### config.mk
export PLATFORM = sky130hd
export DESIGN_NAME = npc_nvm_protect
export DESIGN_NICKNAME = d
export VERILOG_FILES = /design/src/include/npc_pkg.sv /design/src/hw/npc_nvm_protect.sv
export SDC_FILE = /design/constraint.sdc
export NUM_CORES = 1
export LEC_CHECK = 0
export BUFFER_PORTS_ARGS = -buffer_cell sky130_fd_sc_hd__buf_2
export CELL_PAD_IN_SITES_DETAIL_PLACEMENT = 1
export CELL_PAD_IN_SITES_GLOBAL_PLACEMENT = 2
export CORE_ASPECT_RATIO = 1.25
export CORE_UTILIZATION = 34
export CTS_CLUSTER_DIAMETER = 100
export DETAILED_ROUTE_END_ITERATION = 16
export GPL_TIMING_DRIVEN = 0
export MAX_ROUTING_LAYER = met4
export PLACE_DENSITY = 0.93
export SLEW_MARGIN = 20
export SYNTH_ARGS = -nofsm -noshare
export SYNTH_HDL_FRONTEND = slang
export SYNTH_SLANG_ARGS = --single-unit
export TNS_END_PERCENT = 50
### constraint.sdc
create_clock -name clk_i -period 9.1 [get_ports clk_i]
set_input_delay 1.82 -clock clk_i [delete_from_list [all_inputs] [get_ports clk_i]]
set_output_delay 1.82 -clock clk_i [all_outputs]
set_load 0.01 [all_outputs]
### src/include/npc_pkg.sv
// Package with register map, field layout and protection constants.
package npc_pkg;

  // ****************************************************************
  // Register offsets on the plain register port.
  // ****************************************************************
  localparam logic [3:0] NPC_OFS_CONFIG = 4'h0;
  localparam logic [3:0] NPC_OFS_PROT = 4'h1;
  localparam logic [3:0] NPC_OFS_STATUS = 4'h2;
  localparam logic [3:0] NPC_OFS_IRQ_MASK = 4'h3;
  localparam logic [3:0] NPC_OFS_SECURE = 4'h4;
  localparam logic [3:0] NPC_OFS_KEY_BASE = 4'h8;

  // ****************************************************************
  // Field positions and reset values.
  // ****************************************************************
  localparam int NPC_CFG_PAGE_BIT = 6;
  localparam int NPC_CFG_KEY_ACCESS_ENABLE_BIT = 5;
  localparam logic [7:0] NPC_CFG_MASK = 8'h60;
  localparam logic [7:0] NPC_CFG_RESET = 8'h00;
  localparam int NPC_PROT_OPEN_BIT = 0;
  localparam int NPC_STAT_VIOL_BIT = 5;
  localparam int NPC_STAT_MASSREF_BIT = 4;
  localparam logic [7:0] NPC_STAT_MASK = 8'h30;
  localparam logic [7:0] NPC_MASK_RESET = 8'h00;

  // ****************************************************************
  // Address windows of the arrays and the key window.
  // ****************************************************************
  localparam logic [15:0] NPC_KEY_WIN_LO = 16'hffb0;
  localparam logic [15:0] NPC_KEY_WIN_HI = 16'hffb7;
  localparam logic [1:0] NPC_DPS_NONE = 2'h3;
  localparam logic [13:0] NPC_DATA_TOP2 = 14'h3ff0;
  localparam logic [13:0] NPC_DATA_TOP1 = 14'h3fe0;
  localparam logic [13:0] NPC_DATA_TOP0 = 14'h3fc0;
  localparam logic [4:0] NPC_PPS_NONE = 5'h1f;
  localparam logic [4:0] NPC_PPS_ARR0_END = 5'h17;
  localparam logic [4:0] NPC_PPS_4K_END = 5'h10;
  localparam logic [16:0] NPC_ARR1_BASE = 17'h10000;
  localparam logic [16:0] NPC_ARR1_END = 17'h1ffff;

  // Commands presented to the protection check.
  typedef enum logic [1:0] {
    NPC_CMD_PROG,
    NPC_CMD_ERASE,
    NPC_CMD_MASS
  } npc_cmd_t;

endpackage

### src/hw/npc_nvm_protect.sv
// Page select, key window and sector protection control for NVM arrays.
//
// Local design decisions: the plain strobed port and the address map.
`timescale 1ns/100ps
module npc_nvm_protect
  import npc_pkg::*;
(
  input wire logic clk_i,
  input wire logic rst_n_i,
  input wire logic [3:0] reg_addr_i,
  input wire logic [7:0] reg_wdata_i,
  input wire logic reg_wr_i,
  input wire logic reg_rd_i,
  output logic [7:0] reg_rdata_o,
  input wire logic load_i,
  input wire logic [7:0] protection_image_i,
  input wire logic backdoor_enable_i,
  input wire logic [63:0] backdoor_key_store_i,
  input wire logic cpu_wr_i,
  input wire logic [15:0] cpu_addr_i,
  input wire logic [7:0] cpu_wdata_i,
  output logic cmd_start_o,
  input wire logic cmd_valid_i,
  input wire npc_cmd_t cmd_i,
  input wire logic cmd_data_arr_i,
  input wire logic [16:0] cmd_addr_i,
  output logic cmd_allow_o,
  output logic data_page_select_o,
  output logic unsecured_o,
  output logic irq_o
);

  // ****************************************************************
  // Decoding helpers.
  // ****************************************************************

  // Flags a data-array offset that lies inside the protected top range.
  function automatic logic data_hit(input logic [1:0] f,
                                    input logic [13:0] a);
    logic hit;
    hit = 1'b0;
    unique case (f)
      2'h2: hit = (a >= NPC_DATA_TOP2);
      2'h1: hit = (a >= NPC_DATA_TOP1);
      2'h0: hit = (a >= NPC_DATA_TOP0);
      default: hit = 1'b0;
    endcase
    return hit;
  endfunction

  // Size of the protected program range in 2 Kbyte units, 0 to 64.
  function automatic logic [6:0] prog_size(input logic [7:0] p);
    logic [6:0] sz;
    logic [4:0] f;
    sz = 7'h00;
    f = p[5:1];
    if (!p[NPC_PROT_OPEN_BIT]) begin
      sz = 7'h40;
    end else if (f == NPC_PPS_NONE) begin
      sz = 7'h00;
    end else if (f >= NPC_PPS_ARR0_END) begin
      sz = {5'(NPC_PPS_NONE - f), 2'b00};
    end else if (f >= NPC_PPS_4K_END) begin
      sz = 7'h20 + {1'b0, 5'(NPC_PPS_ARR0_END - f), 1'b0};
    end else begin
      sz = 7'h30 + {2'h0, 5'(NPC_PPS_4K_END - 5'h01 - f)};
    end
    return sz;
  endfunction

  // Flags a program-array offset that lies inside the protected range.
  function automatic logic prog_hit(input logic [7:0] p,
                                    input logic [16:0] a);
    logic [6:0] sz;
    logic low;
    logic hit;
    sz = prog_size(p);
    // Array 0 fills from its top first; the low size bits then count
    // down from the top of array 1, which stays free until then.
    low = ({1'b0, a[15:0]} >= (17'h10000 - {1'b0, sz[4:0], 11'h000}));
    if (!a[16]) begin
      hit = sz[6] || sz[5] || low;
    end else begin
      hit = sz[6] || (sz[5] && low);
    end
    return hit;
  endfunction

  // ****************************************************************
  // Register state.
  // ****************************************************************
  logic [7:0] cfg_ff, nxt_cfg;
  logic [7:0] prot_ff, nxt_prot;
  logic [7:0] stat_ff, nxt_stat;
  logic [7:0] mask_ff, nxt_mask;
  logic [7:0] rdata_ff, nxt_rdata;
  logic [63:0] key_ff, nxt_key;
  logic [7:0] key_seen_ff, nxt_key_seen;
  logic unsec_ff, nxt_unsec;
  logic start_ff, nxt_start;
  logic in_win;
  logic prot_hit;
  logic viol_evt;
  logic mass_evt;
  logic [2:0] key_idx;

  assign in_win = (cpu_addr_i >= NPC_KEY_WIN_LO) &&
                  (cpu_addr_i <= NPC_KEY_WIN_HI);
  assign key_idx = cpu_addr_i[2:0];

  // Protection check of the presented command against the live settings.
  always_comb begin
    prot_hit = 1'b0;
    if (cmd_data_arr_i) begin
      prot_hit = data_hit(prot_ff[7:6], cmd_addr_i[13:0]);
    end else begin
      prot_hit = prog_hit(prot_ff, cmd_addr_i);
    end
  end

  // Mass erase needs the whole targeted array free of protection.
  assign mass_evt = cmd_valid_i && (cmd_i == NPC_CMD_MASS) &&
    (cmd_data_arr_i ? (prot_ff[7:6] != NPC_DPS_NONE)
                    : (prog_size(prot_ff) != 7'h00));
  assign viol_evt = cmd_valid_i && (cmd_i != NPC_CMD_MASS) && prot_hit;
  assign cmd_allow_o = cmd_valid_i && !viol_evt && !mass_evt;

  // Next values for all software-visible state.
  always_comb begin
    nxt_cfg = cfg_ff;
    nxt_prot = prot_ff;
    nxt_stat = stat_ff;
    nxt_mask = mask_ff;
    nxt_rdata = 8'h00;
    nxt_key = key_ff;
    nxt_key_seen = key_seen_ff;
    nxt_unsec = unsec_ff;
    nxt_start = 1'b0;
    if (load_i) begin
      nxt_prot = protection_image_i;
    end else if (reg_wr_i && reg_addr_i == NPC_OFS_PROT) begin
      if (prog_size(reg_wdata_i) >= prog_size(prot_ff) &&
          reg_wdata_i[7:6] <= prot_ff[7:6]) begin
        nxt_prot = reg_wdata_i;
      end
    end
    if (reg_wr_i) begin
      unique case (reg_addr_i)
        NPC_OFS_CONFIG: nxt_cfg = reg_wdata_i & NPC_CFG_MASK;
        NPC_OFS_STATUS: nxt_stat = stat_ff & ~reg_wdata_i;
        NPC_OFS_IRQ_MASK: nxt_mask = reg_wdata_i & NPC_STAT_MASK;
        default: ;
      endcase
    end
    // A new event wins over a clear in the same cycle.
    if (viol_evt) begin
      nxt_stat[NPC_STAT_VIOL_BIT] = 1'b1;
    end
    if (mass_evt) begin
      nxt_stat[NPC_STAT_MASSREF_BIT] = 1'b1;
    end
    // Window writes: key capture or command launch.
    if (cpu_wr_i && in_win) begin
      if (cfg_ff[NPC_CFG_KEY_ACCESS_ENABLE_BIT]) begin
        nxt_key[8*key_idx +: 8] = cpu_wdata_i;
        nxt_key_seen = (key_idx == 3'h0) ? 8'h01
                     : (key_seen_ff | (8'h01 << key_idx));
        if (key_idx == 3'h7 && backdoor_enable_i &&
            key_seen_ff == 8'h7f &&
            {cpu_wdata_i, key_ff[55:0]} == backdoor_key_store_i) begin
          nxt_unsec = 1'b1;
        end
      end else begin
        nxt_start = 1'b1;
      end
    end
    if (reg_rd_i) begin
      unique case (reg_addr_i)
        NPC_OFS_CONFIG: nxt_rdata = cfg_ff;
        NPC_OFS_PROT: nxt_rdata = prot_ff;
        NPC_OFS_STATUS: nxt_rdata = stat_ff;
        NPC_OFS_IRQ_MASK: nxt_rdata = mask_ff;
        NPC_OFS_SECURE: nxt_rdata = {7'h00, unsec_ff};
        default: nxt_rdata = 8'h00;
      endcase
    end
  end

  // Register the software-visible state.
  always_ff @(posedge clk_i or negedge rst_n_i) begin
    if (!rst_n_i) begin
      cfg_ff <= NPC_CFG_RESET;
      prot_ff <= 8'h00;
      stat_ff <= 8'h00;
      mask_ff <= NPC_MASK_RESET;
      rdata_ff <= 8'h00;
      key_ff <= 64'h0;
      key_seen_ff <= 8'h00;
      unsec_ff <= 1'b0;
      start_ff <= 1'b0;
    end else begin
      cfg_ff <= nxt_cfg;
      prot_ff <= nxt_prot;
      stat_ff <= nxt_stat;
      mask_ff <= nxt_mask;
      rdata_ff <= nxt_rdata;
      key_ff <= nxt_key;
      key_seen_ff <= nxt_key_seen;
      unsec_ff <= nxt_unsec;
      start_ff <= nxt_start;
    end
  end

  // Outputs.
  assign reg_rdata_o = rdata_ff;
  assign data_page_select_o = cfg_ff[NPC_CFG_PAGE_BIT];
  assign unsecured_o = unsec_ff;
  assign cmd_start_o = start_ff;
  assign irq_o = |(stat_ff & mask_ff);

  // ****************************************************************
  // Checks.
  // ****************************************************************
  chk_cfg_zero: assert property (
    @(posedge clk_i) disable iff (!rst_n_i)
    (cfg_ff & ~NPC_CFG_MASK) == 8'h00)
    else $error("Undefined config bits set.");
  chk_page_map: assert property (
    @(posedge clk_i) disable iff (!rst_n_i)
    reg_wr_i && reg_addr_i == NPC_OFS_CONFIG |=>
    data_page_select_o == $past(reg_wdata_i[NPC_CFG_PAGE_BIT]))
    else $error("Page select not applied.");
  chk_win_start: assert property (
    @(posedge clk_i) disable iff (!rst_n_i)
    cpu_wr_i && in_win && !cfg_ff[NPC_CFG_KEY_ACCESS_ENABLE_BIT] |=> cmd_start_o)
    else $error("Window write did not start command.");
  chk_key_nostart: assert property (
    @(posedge clk_i) disable iff (!rst_n_i)
    cpu_wr_i && cfg_ff[NPC_CFG_KEY_ACCESS_ENABLE_BIT] |=> !cmd_start_o)
    else $error("Key write started a command.");
  chk_image_load: assert property (
    @(posedge clk_i) disable iff (!rst_n_i)
    load_i |=> prot_ff == $past(protection_image_i))
    else $error("Protection image not loaded.");
  // Outside a protection image load on load_i, both protected ranges may only grow.
  chk_prot_grow: assert property (
    @(posedge clk_i) disable iff (!rst_n_i)
    !$past(load_i) && prot_ff != $past(prot_ff) |->
    prog_size(prot_ff) >= prog_size($past(prot_ff)) &&
    prot_ff[7:6] <= $past(prot_ff[7:6]))
    else $error("Protection region shrank.");
  chk_viol_flag: assert property (
    @(posedge clk_i) disable iff (!rst_n_i)
    viol_evt |-> !cmd_allow_o ##1 stat_ff[NPC_STAT_VIOL_BIT])
    else $error("Violation not flagged.");
  chk_mass_block: assert property (
    @(posedge clk_i) disable iff (!rst_n_i)
    cmd_valid_i && cmd_i == NPC_CMD_MASS && !cmd_data_arr_i &&
    !prot_ff[NPC_PROT_OPEN_BIT] |-> !cmd_allow_o)
    else $error("Mass erase allowed while protected.");
  chk_mass_flag: assert property (
    @(posedge clk_i) disable iff (!rst_n_i)
    mass_evt |-> !cmd_allow_o ##1 stat_ff[NPC_STAT_MASSREF_BIT])
    else $error("Refused mass erase not flagged.");
  chk_data_top: assert property (
    @(posedge clk_i) disable iff (!rst_n_i)
    cmd_valid_i && cmd_data_arr_i && cmd_i == NPC_CMD_PROG &&
    prot_ff[7:6] == 2'h0 && cmd_addr_i[13:0] >= NPC_DATA_TOP0 |->
    !cmd_allow_o)
    else $error("Data top not protected.");
  chk_data_free: assert property (
    @(posedge clk_i) disable iff (!rst_n_i)
    cmd_valid_i && cmd_data_arr_i && cmd_i != NPC_CMD_MASS &&
    prot_ff[7:6] == NPC_DPS_NONE |-> cmd_allow_o)
    else $error("Open data array refused.");
  chk_closed_all: assert property (
    @(posedge clk_i) disable iff (!rst_n_i)
    cmd_valid_i && !cmd_data_arr_i && !prot_ff[NPC_PROT_OPEN_BIT] |->
    !cmd_allow_o)
    else $error("Closed program array accepted a command.");
  chk_viol_clear: assert property (
    @(posedge clk_i) disable iff (!rst_n_i)
    reg_wr_i && reg_addr_i == NPC_OFS_STATUS &&
    reg_wdata_i[NPC_STAT_VIOL_BIT] && !viol_evt |=>
    !stat_ff[NPC_STAT_VIOL_BIT])
    else $error("Violation flag not cleared.");
  chk_open_none: assert property (
    @(posedge clk_i) disable iff (!rst_n_i)
    prot_ff[0] && prot_ff[5:1] == NPC_PPS_NONE && cmd_valid_i &&
    !cmd_data_arr_i && cmd_i == NPC_CMD_PROG |-> cmd_allow_o)
    else $error("Open array refused.");
  // While array 0 alone is guarded, array 1 stays writable.
  chk_arr1_free: assert property (
    @(posedge clk_i) disable iff (!rst_n_i)
    cmd_valid_i && !cmd_data_arr_i && cmd_i != NPC_CMD_MASS &&
    prot_ff[NPC_PROT_OPEN_BIT] && prot_ff[5:1] >= NPC_PPS_ARR0_END &&
    cmd_addr_i[16] |-> cmd_allow_o)
    else $error("Upper program array refused.");
  chk_unsec_hold: assert property (
    @(posedge clk_i) disable iff (!rst_n_i)
    unsec_ff |=> unsec_ff)
    else $error("Security re-engaged before reset.");

endmodule

==> flow_summary.toml, run 1 <==
[logic_synthesis]
synthTopCellsByCount = "dfrtp_1, nand2_1, xor2_1"
yosys.cell_types.count = 57
synth_top_area_cell = "dfrtp_1"
synthArstFlopShare_pct = 100
synth_edf_count = 0
synth.top_cell.area_share_pct = 43.5
synth_most_common_cell = "dfrtp_1"
synth_warnings = 0
synth.area.top_cells = "dfrtp_1, xor2_1, mux2_2"
syn_area_mm2 = 0.00541
synth_cells = 557
ys_ff_latch = 94
synth_nets = 713
avgSynthCellArea_um2 = 9.71
yosysSeqAreaShare_pct = 43.5
synth_flop_cell = "dfrtp_1"

[sta]
finalCriticalPeriod_ns = 5.62
worstMarginPinSlew_ns = 0.731
timing.fmax_mhz = 178
setup-tns-final_ns = 0
final_max_slew_viol_count = 0
final-setup-viol-count = 0
fin_worst_skew_ns = 0.0141
max-slew-margin-rel_pct = 50.9
holdWs_ns = 0.487
hold_viol = 0
rsz0062_at_grt = "false"
period_share_pct = 61.8

[route]
post_drt_via_cell_ratio = 5.28
drt_iter0_markers = 148
final_antenna_net_count = 0
routed_wl_um = 17300
drc = 0
vias = 4919
dr.pass1.iters = 4
avgRoutedWirePerCell_um = 18.6

[power]
p_per_area_mw_per_mm2 = 151
ir_worst_vdd_v = 0.0000894
internal_power_w = 0.000743
pwr-share-comb_pct = 17.1
p_seq_share_pct = 42.8
p_sw_share_pct = 27.1
power_switching_w = 0.000276
p_leak_nw = 3.37
p_clk_share_pct = 40.2

[setup_path]
timing.rr.start = "prot_ff[5]$_DFFE_PN0P_"
startpoint_type = "flip-flop"
cp.required_ns = 7.28
cp_cell_sequence = "clkbuf_1 -> mux2i_1 -> nand3_1 -> ha_1 -> nand3_1 -> xor2_1 -> ha_1 -> or3b_2 -> o41ai_1 -> and3_1 -> buf_2"
reg2reg_setup_slack_ns = 5.81
cp-end-kind = "primary output"
cp-endpoint = "cmd_allow_o"
ff2ff_path_depth = 10
setup.worst_path.class = "flip-flop to primary output"
rr_endpoint = "stat_ff[5]$_DFFE_PN0P_"
crit_arrival_ns = 3.80
critPathLaunch = "prot_ff[5]$_DFFE_PN0P_"
critPathMaxStageDelay_ns = 0.60
crit_fanout = 10
critical_path.slowest_cell = "o41ai_1"

[placement]
place.gp.congestion = 0.857
io_buffers = 145
hpwl_um = 13600

[floorplanning]
die_area_mm2 = 0.0164
die_width_um = 115
core-area_mm2 = 0.0156
num_io_pins = 149
core.rowCount = 51
dieHeight_um = 143
start_util_pct = 34.7

[clock_tree]
numCtsBuffers = 9
ctsHoldBuffers = 0
clock_path_buffers = 2
cts_root_buf = "clkbuf_16"
cts_tree = "built"
clkSinkCount = 94
clk_pin_slew_ns = 0.07
clk_latency_ns = 0.35
cts_resized = 0
htreeDepth = 3
postCtsSetupBuffers = 0

[finish]
nets = 870
layout-drive-gt1-share_pct = 27.7
syn2layout_area_growth_pct = 25.0
fin_util_pct = 43.4

[grt]
grt_pass1_vias = 5355
grt.total_usage_pct = 22.9
antenna_found_initial = 0
grt_max_degree = 77
grt.overflow.total = 0
grt_pass1_wl_um = 27500

[hold_path]
hp-start = "key_seen_ff[0]$_DFFE_PN0P_"
hold_path.class = "flip-flop to flip-flop"

[run]
drv_cap = 0

[status]
status = "finished clean"
==> area by class of cell <==
cell class	count	area (µm²)
Multi-Input combinational cell	420	2880
Fill cell	1876	8810
Timing Repair Buffer	146	759
Tap cell	212	265
Clock buffer	10	229
Antenna cell	1	2.50
Clock inverter	6	93.8
Inverter	20	75.1
Buffer	23	103
Sequential cell	94	2350
==> sequential cells by signal, indices dropped and copies added (netlist names), named ones only <==
signal,flops
cfg_ff,2
cmd_start_o,1
key_ff,56
key_seen_ff,7
mask_ff,2
prot_ff,8
reg_rdata_o,8
stat_ff,8
unsecured_o,1
==> through the flow <==
stage,total power [W],cells,cell area (µm²),worst slack (ns)
2_1_floorplan,0.000531,557,5410,4.20
3_3_place_gp,0.000606,914,6400,3.69
3_5_place_dp,0.000618,915,6430,3.66
4_1_cts,0.00103,931,6760,3.47
5_1_grt,0.00107,931,6760,3.22
6_report,0.00102,932,6760,3.48
==> worst max-delay path: cells and delay by family, from the launching register on <==
| kind | cells | cell delay (ns) |
|---|---|---|
| DFF | 1 | 0.53 |
| buffers and inverters | 2 | 0.53 |
| adders and majority gates | 2 | 0.44 |
| and+or+nand+nor | 4 | 1.02 |
| xor gates and xnor gates | 1 | 0.10 |
| AOI/OAI and AO/OA | 1 | 0.60 |
| muxes | 1 | 0.23 |
==> layer usage <==
layer  part of all wire, %  vias to the layer above  global-route usage (%)
met5                     0                        -                       -
met4                   3.1                        0                    9.84
met3                   4.2                       31                    2.84
met2                    53                      172                    41.6
met1                    40                     2413                    25.0
li1                      -                     2303                       -
==> worst min path at each step <==
stage                                       to  slack, ns  depth (start not counted)
global placement    key_seen_ff[0]$_DFFE_PN0P_       0.45                          1
CTS                 key_seen_ff[0]$_DFFE_PN0P_       0.49                          1
floorplan           key_seen_ff[0]$_DFFE_PN0P_       0.44                          1
finish              key_seen_ff[0]$_DFFE_PN0P_       0.49                          1
detailed placement  key_seen_ff[0]$_DFFE_PN0P_       0.48                          1
global route        key_seen_ff[0]$_DFFE_PN0P_       0.52                          1
==> logic make-up (layout without fill, tap and decap cells) <==
family | after synthesis | after routing | share of synthesized area (%)
flip-flops | 94 | 94 | 43.5
AO/OA/AOI/OAI | 117 | 117 | 13.7
multiplexers | 32 | 32 | 6.78
adder cells (fa/ha/maj) | 21 | 21 | 4.81
AND/OR/NAND/NOR | 187 | 187 | 17.7
buffers and inverters | 43 | 205 | 3.28
other | 0 | 1 | 0
XOR/XNOR | 63 | 63 | 10.2
==> cells in the final DEF (no fill, tap or decap), drive strengths merged, types with 9 or more instances in the layout <==
cell type / instances
xor2: 56
nor4: 17
a21boi: 13
o21ai: 46
and3: 9
a21oi: 16
nand3: 13
nand4: 11
clkbuf: 30
nand2: 78
ha: 20
mux2: 27
dfrtp: 94
inv: 21
nor2: 28
buf: 149
==> power groups by stage <==
| stage | Sequential, W | Clock [W] | Combinational [W] |
|---|---|---|---|
| after detailed placement | 0.000444 | 0 | 0.000173 |
| after floorplan | 0.000441 | 0 | 0.0000905 |
| after global routing | 0.000437 | 0.000436 | 0.000192 |
| final | 0.000436 | 0.000409 | 0.000174 |
| after global placement | 0.000443 | 0 | 0.000163 |
| after CTS | 0.000436 | 0.000417 | 0.000175 |
Note: power is estimated with default switching activity, not from simulation.
==> run 2: changes to the inputs <==
ABC_AREA = 1   (was unset)
CORE_UTILIZATION = 30   (was 34)
PLACE_DENSITY = 0.89   (was 0.93)
clock period = 5.6 ns   (was 9.1 ns; I/O delays follow)
==> run 2 against run 1 <==
Against the previous run:
- register-to-register slack worse by 3.1 ns
- flip-flop and latch count stayed put
- via count is 13% higher
- highest routed layer unchanged
- first-iteration DRC count is 39% higher
- critical path type unchanged
- largest cell class unchanged
==> flow_summary.toml, run 2 <==
[clock_tree]
clk_pin_slew_ns = 0.07
htreeDepth = 3
cts_tree = "built"
numCtsBuffers = 9
cts_resized = 0
postCtsSetupBuffers = 0
ctsHoldBuffers = 0
clkSinkCount = 94
cts_root_buf = "clkbuf_16"
clock_path_buffers = 2
clk_latency_ns = 0.34

[finish]
layout-drive-gt1-share_pct = 21.1
syn2layout_area_growth_pct = 23.8
top_register = "key_ff"
fill_cells = 2424
largest_reg_flops = 56
regArea_mm2 = 0.00235
stdcell_count = 1165
multiInputGateArea_mm2 = 0.00291
postLayoutCellArea_mm2 = 0.00714
mostFrequentLayoutCells = "nand2_1, buf_2, inv_1"
nets = 1082
layout_commonest_cell = "nand2_1"

[sta]
setup-tns-final_ns = 0
finalCriticalPeriod_ns = 4.33
period_share_pct = 77.3
fin_worst_skew_ns = 0.00615
hold_viol = 0
max-slew-margin-rel_pct = 59.3
holdWs_ns = 0.476
rsz0062_at_grt = "false"
timing.fmax_mhz = 231
final_max_slew_viol_count = 0
worstMarginPinSlew_ns = 0.607
final-setup-viol-count = 0

[route]
dr.pass1.iters = 4
avgRoutedWirePerCell_um = 15.7
post_drt_via_cell_ratio = 4.77
routed_wl_um = 18300
final_antenna_net_count = 0
drt_iter0_markers = 206
drc = 0
vias = 5562

[grt]
antenna_found_initial = 1
grt_pass1_vias = 5842
grt.total_usage_pct = 19.8
grt_max_degree = 55
grt_pass1_wl_um = 29400
grt.overflow.total = 0

[setup_path]
timing.rr.start = "prot_ff[5]$_DFFE_PN0P_"
crit_fanout = 8
setup.worst_path.class = "flip-flop to primary output"
cp.required_ns = 4.48
cp-end-kind = "primary output"
startpoint_type = "flip-flop"
crit_arrival_ns = 3.21
critPathLaunch = "prot_ff[0]$_DFFE_PN0P_"

[floorplanning]
core.rowCount = 56
die_width_um = 126
num_io_pins = 149
start_util_pct = 30.7
core-area_mm2 = 0.0188
dieHeight_um = 157
die_area_mm2 = 0.0198

[logic_synthesis]
synth.top_cell.area_share_pct = 40.8
synth_edf_count = 0
synth_top_area_cell = "dfrtp_1"
yosys.cell_types.count = 35
avgSynthCellArea_um2 = 7.52
synth_nets = 923
synth.area.top_cells = "dfrtp_1, nand2_1, inv_1"
synth_cells = 767
synthTopCellsByCount = "nand2_1, inv_1, dfrtp_1"
synthArstFlopShare_pct = 100
yosysSeqAreaShare_pct = 40.8
syn_area_mm2 = 0.00577
ys_ff_latch = 94
synth_most_common_cell = "nand2_1"
synth_warnings = 0
synth_flop_cell = "dfrtp_1"

[placement]
io_buffers = 147
hpwl_um = 15200
dpl_cell_area_mm2 = 0.00683
place.gp.congestion = 0.911
dp.cells = 1147

[run]
drv_cap = 0

[power]
p_per_area_mw_per_mm2 = 235
p_leak_nw = 3.79
ir_worst_vdd_v = 0.000165

[hold_path]
hp-start = "key_seen_ff[0]$_DFFE_PN0P_"
hold_path.class = "flip-flop to flip-flop"

[status]
status = "finished clean"
==> run 2: changes by cell type in the layout (fill, tap and decap cells not counted), moves of 38 or more <==
cell     before  now
nand2_1      77  179
inv_1        20  116
nand3_1      13   57
nor2_1       28   70
xor2_1       56   18
==> run 2: cell families (layout without fill, tap and decap cells) <==
| kind of cell | Yosys count | after routing | synth area share [%] |
|---|---|---|---|
| AO/OA/AOI/OAI | 104 | 104 | 9.80 |
| XOR/XNOR | 52 | 52 | 7.89 |
| adder cells (fa/ha/maj) | 20 | 20 | 4.34 |
| buffers and inverters | 131 | 295 | 8.78 |
| flip-flops | 94 | 94 | 40.8 |
| other | 0 | 2 | 0 |
| AND/OR/NAND/NOR | 366 | 366 | 28.4 |
==> run 2: layout make-up <==
| cell class | instances | share of cell area (%) |
|---|---|---|
| diodes | 2 | 0.0701 |
| repair buffers | 148 | 10.8 |
| flip-flops and latches | 94 | 32.9 |
| clock buffers | 10 | 3.35 |
| multi-input cells | 542 | 40.7 |
| well taps | 232 | 4.06 |
| inverters | 119 | 6.25 |
| clock inverters | 6 | 0.964 |
| plain buffers | 12 | 0.841 |
==> run 2: where the power goes <==
group	leakage [nW]	switching, W	total, W	internal (W)
Clock	0.149	0.000277	0.000638	0.000361
Combinational	2.49	0.000193	0.000317	0.000124
Sequential	1.15	0.0000191	0.000720	0.000701
Total	3.79	0.000489	0.00168	0.00119
==> run 2: worst paths after layout <==
kind                       cells after the start  slack, ns                    endpoint
max reg2reg                                   14       2.66      prot_ff[0]$_DFFE_PN0P_
min reg2reg                                    1       0.48  key_seen_ff[0]$_DFFE_PN0P_
max in group asynchronous                      2       4.30      mask_ff[4]$_DFFE_PN0P_
max                                           18       1.27                 cmd_allow_o
min in group asynchronous                      1       0.68       cmd_start_o$_DFF_PN0_
min                                            1       0.48  key_seen_ff[0]$_DFFE_PN0P_
==> run 2: per-stage QoR <==
stage	power (W)	setup slack [ns]	util [%]
final	0.00168	1.27	38.0
after global routing	0.00176	0.927	38.0
after CTS	0.00170	1.19	38.0
after detailed placement	0.00106	1.57	36.4
after global placement	0.00104	1.58	36.2
after floorplan	0.000905	2.24	-
==> run 2: per-layer routing <==
layer	up-vias	wire length [µm]	GRT usage, %
met5	-	0	-
met3	30	738	2.82
met4	0	553	7.69
met1	2612	7210	20.9
met2	138	9840	37.0
li1	2782	-	-
==> run 2: worst max-delay path, stage by stage (launching register included) <==
cell	delay (ns)
dfrtp_1	0.51
inv_1	0.18
nor3_1	0.49
inv_1	0.13
ha_1	0.25
xnor2_1	0.19
ha_1	0.26
nand2_1	0.06
inv_1	0.05
nand2_1	0.06
nand2_1	0.05
nor2_1	0.08
nand2_1	0.06
nand2_1	0.06
nand2_1	0.05
nand3_1	0.06
nand2_1	0.07
a21oi_1	0.13
buf_2	0.14
==> run 3: changes to the inputs <==
ABC_AREA = 0   (was 1)
CORE_UTILIZATION = 29   (was 30)
PLACE_DENSITY = 0.85   (was 0.89)
clock period = 3.77 ns   (was 5.6 ns; I/O delays follow)
==> run 3 against run 2 <==
Against the previous run:
- die area is 3.0% lower
- first-iteration DRC count is 6.3% lower
- hold slack worse by 0.23 ns
- largest power group unchanged
- worst setup slack worse by 1.2 ns
- sequential power is 47% higher
==> flow_summary.toml, run 3 (synthesis gave the netlist of run 1 again) <==
[clock_tree]
htreeDepth = 3
cts_tree = "built"
clkSinkCount = 94
clk_pin_slew_ns = 0.07
numCtsBuffers = 9
clock_path_buffers = 2
cts_root_buf = "clkbuf_16"
clk_latency_ns = 0.35

[setup_path]
cp.required_ns = 3.02
crit_fanout = 7
setup.worst_path.class = "flip-flop to primary output"
rr_endpoint = "prot_ff[5]$_DFFE_PN0P_"
ff2ff_path_depth = 10
crit_arrival_ns = 2.93
cp-end-kind = "primary output"
timing.rr.start = "prot_ff[4]$_DFFE_PN0P_"
reg2reg_setup_slack_ns = 0.91
startpoint_type = "flip-flop"

[route]
drt_iter0_markers = 193
avgRoutedWirePerCell_um = 18.0
post_drt_via_cell_ratio = 5.03
final_antenna_net_count = 0
dr.pass1.iters = 5
vias = 4809
drc = 0
routed_wl_um = 17200

[floorplanning]
die_area_mm2 = 0.0192
core.rowCount = 55
num_io_pins = 149
die_width_um = 124
dieHeight_um = 155
start_util_pct = 29.8
core-area_mm2 = 0.0182

[grt]
grt.overflow.total = 0
grt.total_usage_pct = 18.9
grt_max_degree = 72
antenna_found_initial = 1
grt_pass1_vias = 4986
grt_pass1_wl_um = 26400

[run]
drv_cap = 0

[sta]
timing.fmax_mhz = 271
fin_worst_skew_ns = 0.00906
finalCriticalPeriod_ns = 3.69
final_max_slew_viol_count = 0
hold_viol = 0
period_share_pct = 97.8
final-setup-viol-count = 0
max-slew-margin-rel_pct = 50.5
setup_ws_ns = 0.0818
worstMarginPinSlew_ns = 0.738

[finish]
fill_cells = 2139
top_register = "key_ff"
layout-drive-gt1-share_pct = 31.4
layout_commonest_cell = "buf_2"
postLayoutCellArea_mm2 = 0.00693
fin_util_pct = 38.1
mostFrequentLayoutCells = "buf_2, dfrtp_1, nand2_1"
nets = 878
syn2layout_area_growth_pct = 28.1
largest_reg_flops = 56

[power]
p_per_area_mw_per_mm2 = 355
ir_worst_vdd_v = 0.000210
power_w = 0.00246
p_leak_nw = 3.43

[status]
status = "finished clean"

[placement]
dpl_cell_area_mm2 = 0.00645
hpwl_um = 13300
post-place-ws_ns = -0.260
io_buffers = 145
place.gp.congestion = 0.790

[hold_path]
hold_path.class = "primary input to async pin"
[run 3: worst max path at each step]
stage | slack, ns | cells past startpoint | from | endpoint
after detailed placement | -0.26 | 12 | prot_ff[5]$_DFFE_PN0P_ | cmd_allow_o
after floorplan | 0.35 | 11 | prot_ff[5]$_DFFE_PN0P_ | cmd_allow_o
after CTS | 0.008 | 11 | prot_ff[5]$_DFFE_PN0P_ | cmd_allow_o
after global placement | -0.23 | 12 | prot_ff[5]$_DFFE_PN0P_ | cmd_allow_o
final | 0.08 | 11 | prot_ff[5]$_DFFE_PN0P_ | cmd_allow_o
after global routing | -0.05 | 11 | prot_ff[5]$_DFFE_PN0P_ | cmd_allow_o
[run 3: per-stage QoR]
step                      setup TNS, ns  hold slack, ns  std cells
final                                 0           0.249        956
after global routing            -0.0508           0.262        956
after CTS                             0           0.248        944
after detailed placement          -1.46           0.456        931
after global placement            -1.09           0.451        930
after floorplan                       0           0.440        557
[run 3: report_power, final]
part	total (W)	switching, W	internal [W]
Sequential	0.00106	0.0000307	0.00103
Clock	0.000953	0.000418	0.000536
Combinational	0.000445	0.000241	0.000204
[run 3: final cells by class]
class                   count  area (µm²)  share of cell area [%]
multi-input cells         420        2940                    42.5
flip-flops and latches     94        2360                    34.0
repair buffers            159         857                    12.4
well taps                 228         285                    4.12
clock buffers              10         239                    3.45
plain buffers              18        95.1                    1.37
inverters                  20        75.1                    1.08
clock inverters             6        71.3                    1.03
diodes                      1        2.50                  0.0361
[run 3: what timing repair did]
action	4_1_cts	5_1_grt
hold buffers	0	0
cloned	0	0
gates resized for setup	14	8
endpoints found under the setup margin	1	1
buffers inserted	2	11
pin swaps	0	8
[run 3: routing by layer]
metal  global-route usage (%)  part of all wire [%]  vias to the layer above  routed length [µm]
li1                         -                     -                     2309                   -
met3                     2.77                   5.2                       21                 899
met2                     33.1                    52                      133                9010
met5                        -                     0                        -                   0
met4                     6.97                   1.9                        0                 328
met1                     21.2                    40                     2346                6940
[run 3: worst max-delay path, stage by stage, from the launching register on]
cell,delay (ns)
dfrtp_2,0.43
buf_8,0.14
mux2i_1,0.11
nand3_1,0.12
ha_2,0.23
nand3_4,0.09
xor2_2,0.19
ha_2,0.18
or3b_4,0.40
o41ai_4,0.37
and3_1,0.19
buf_2,0.13
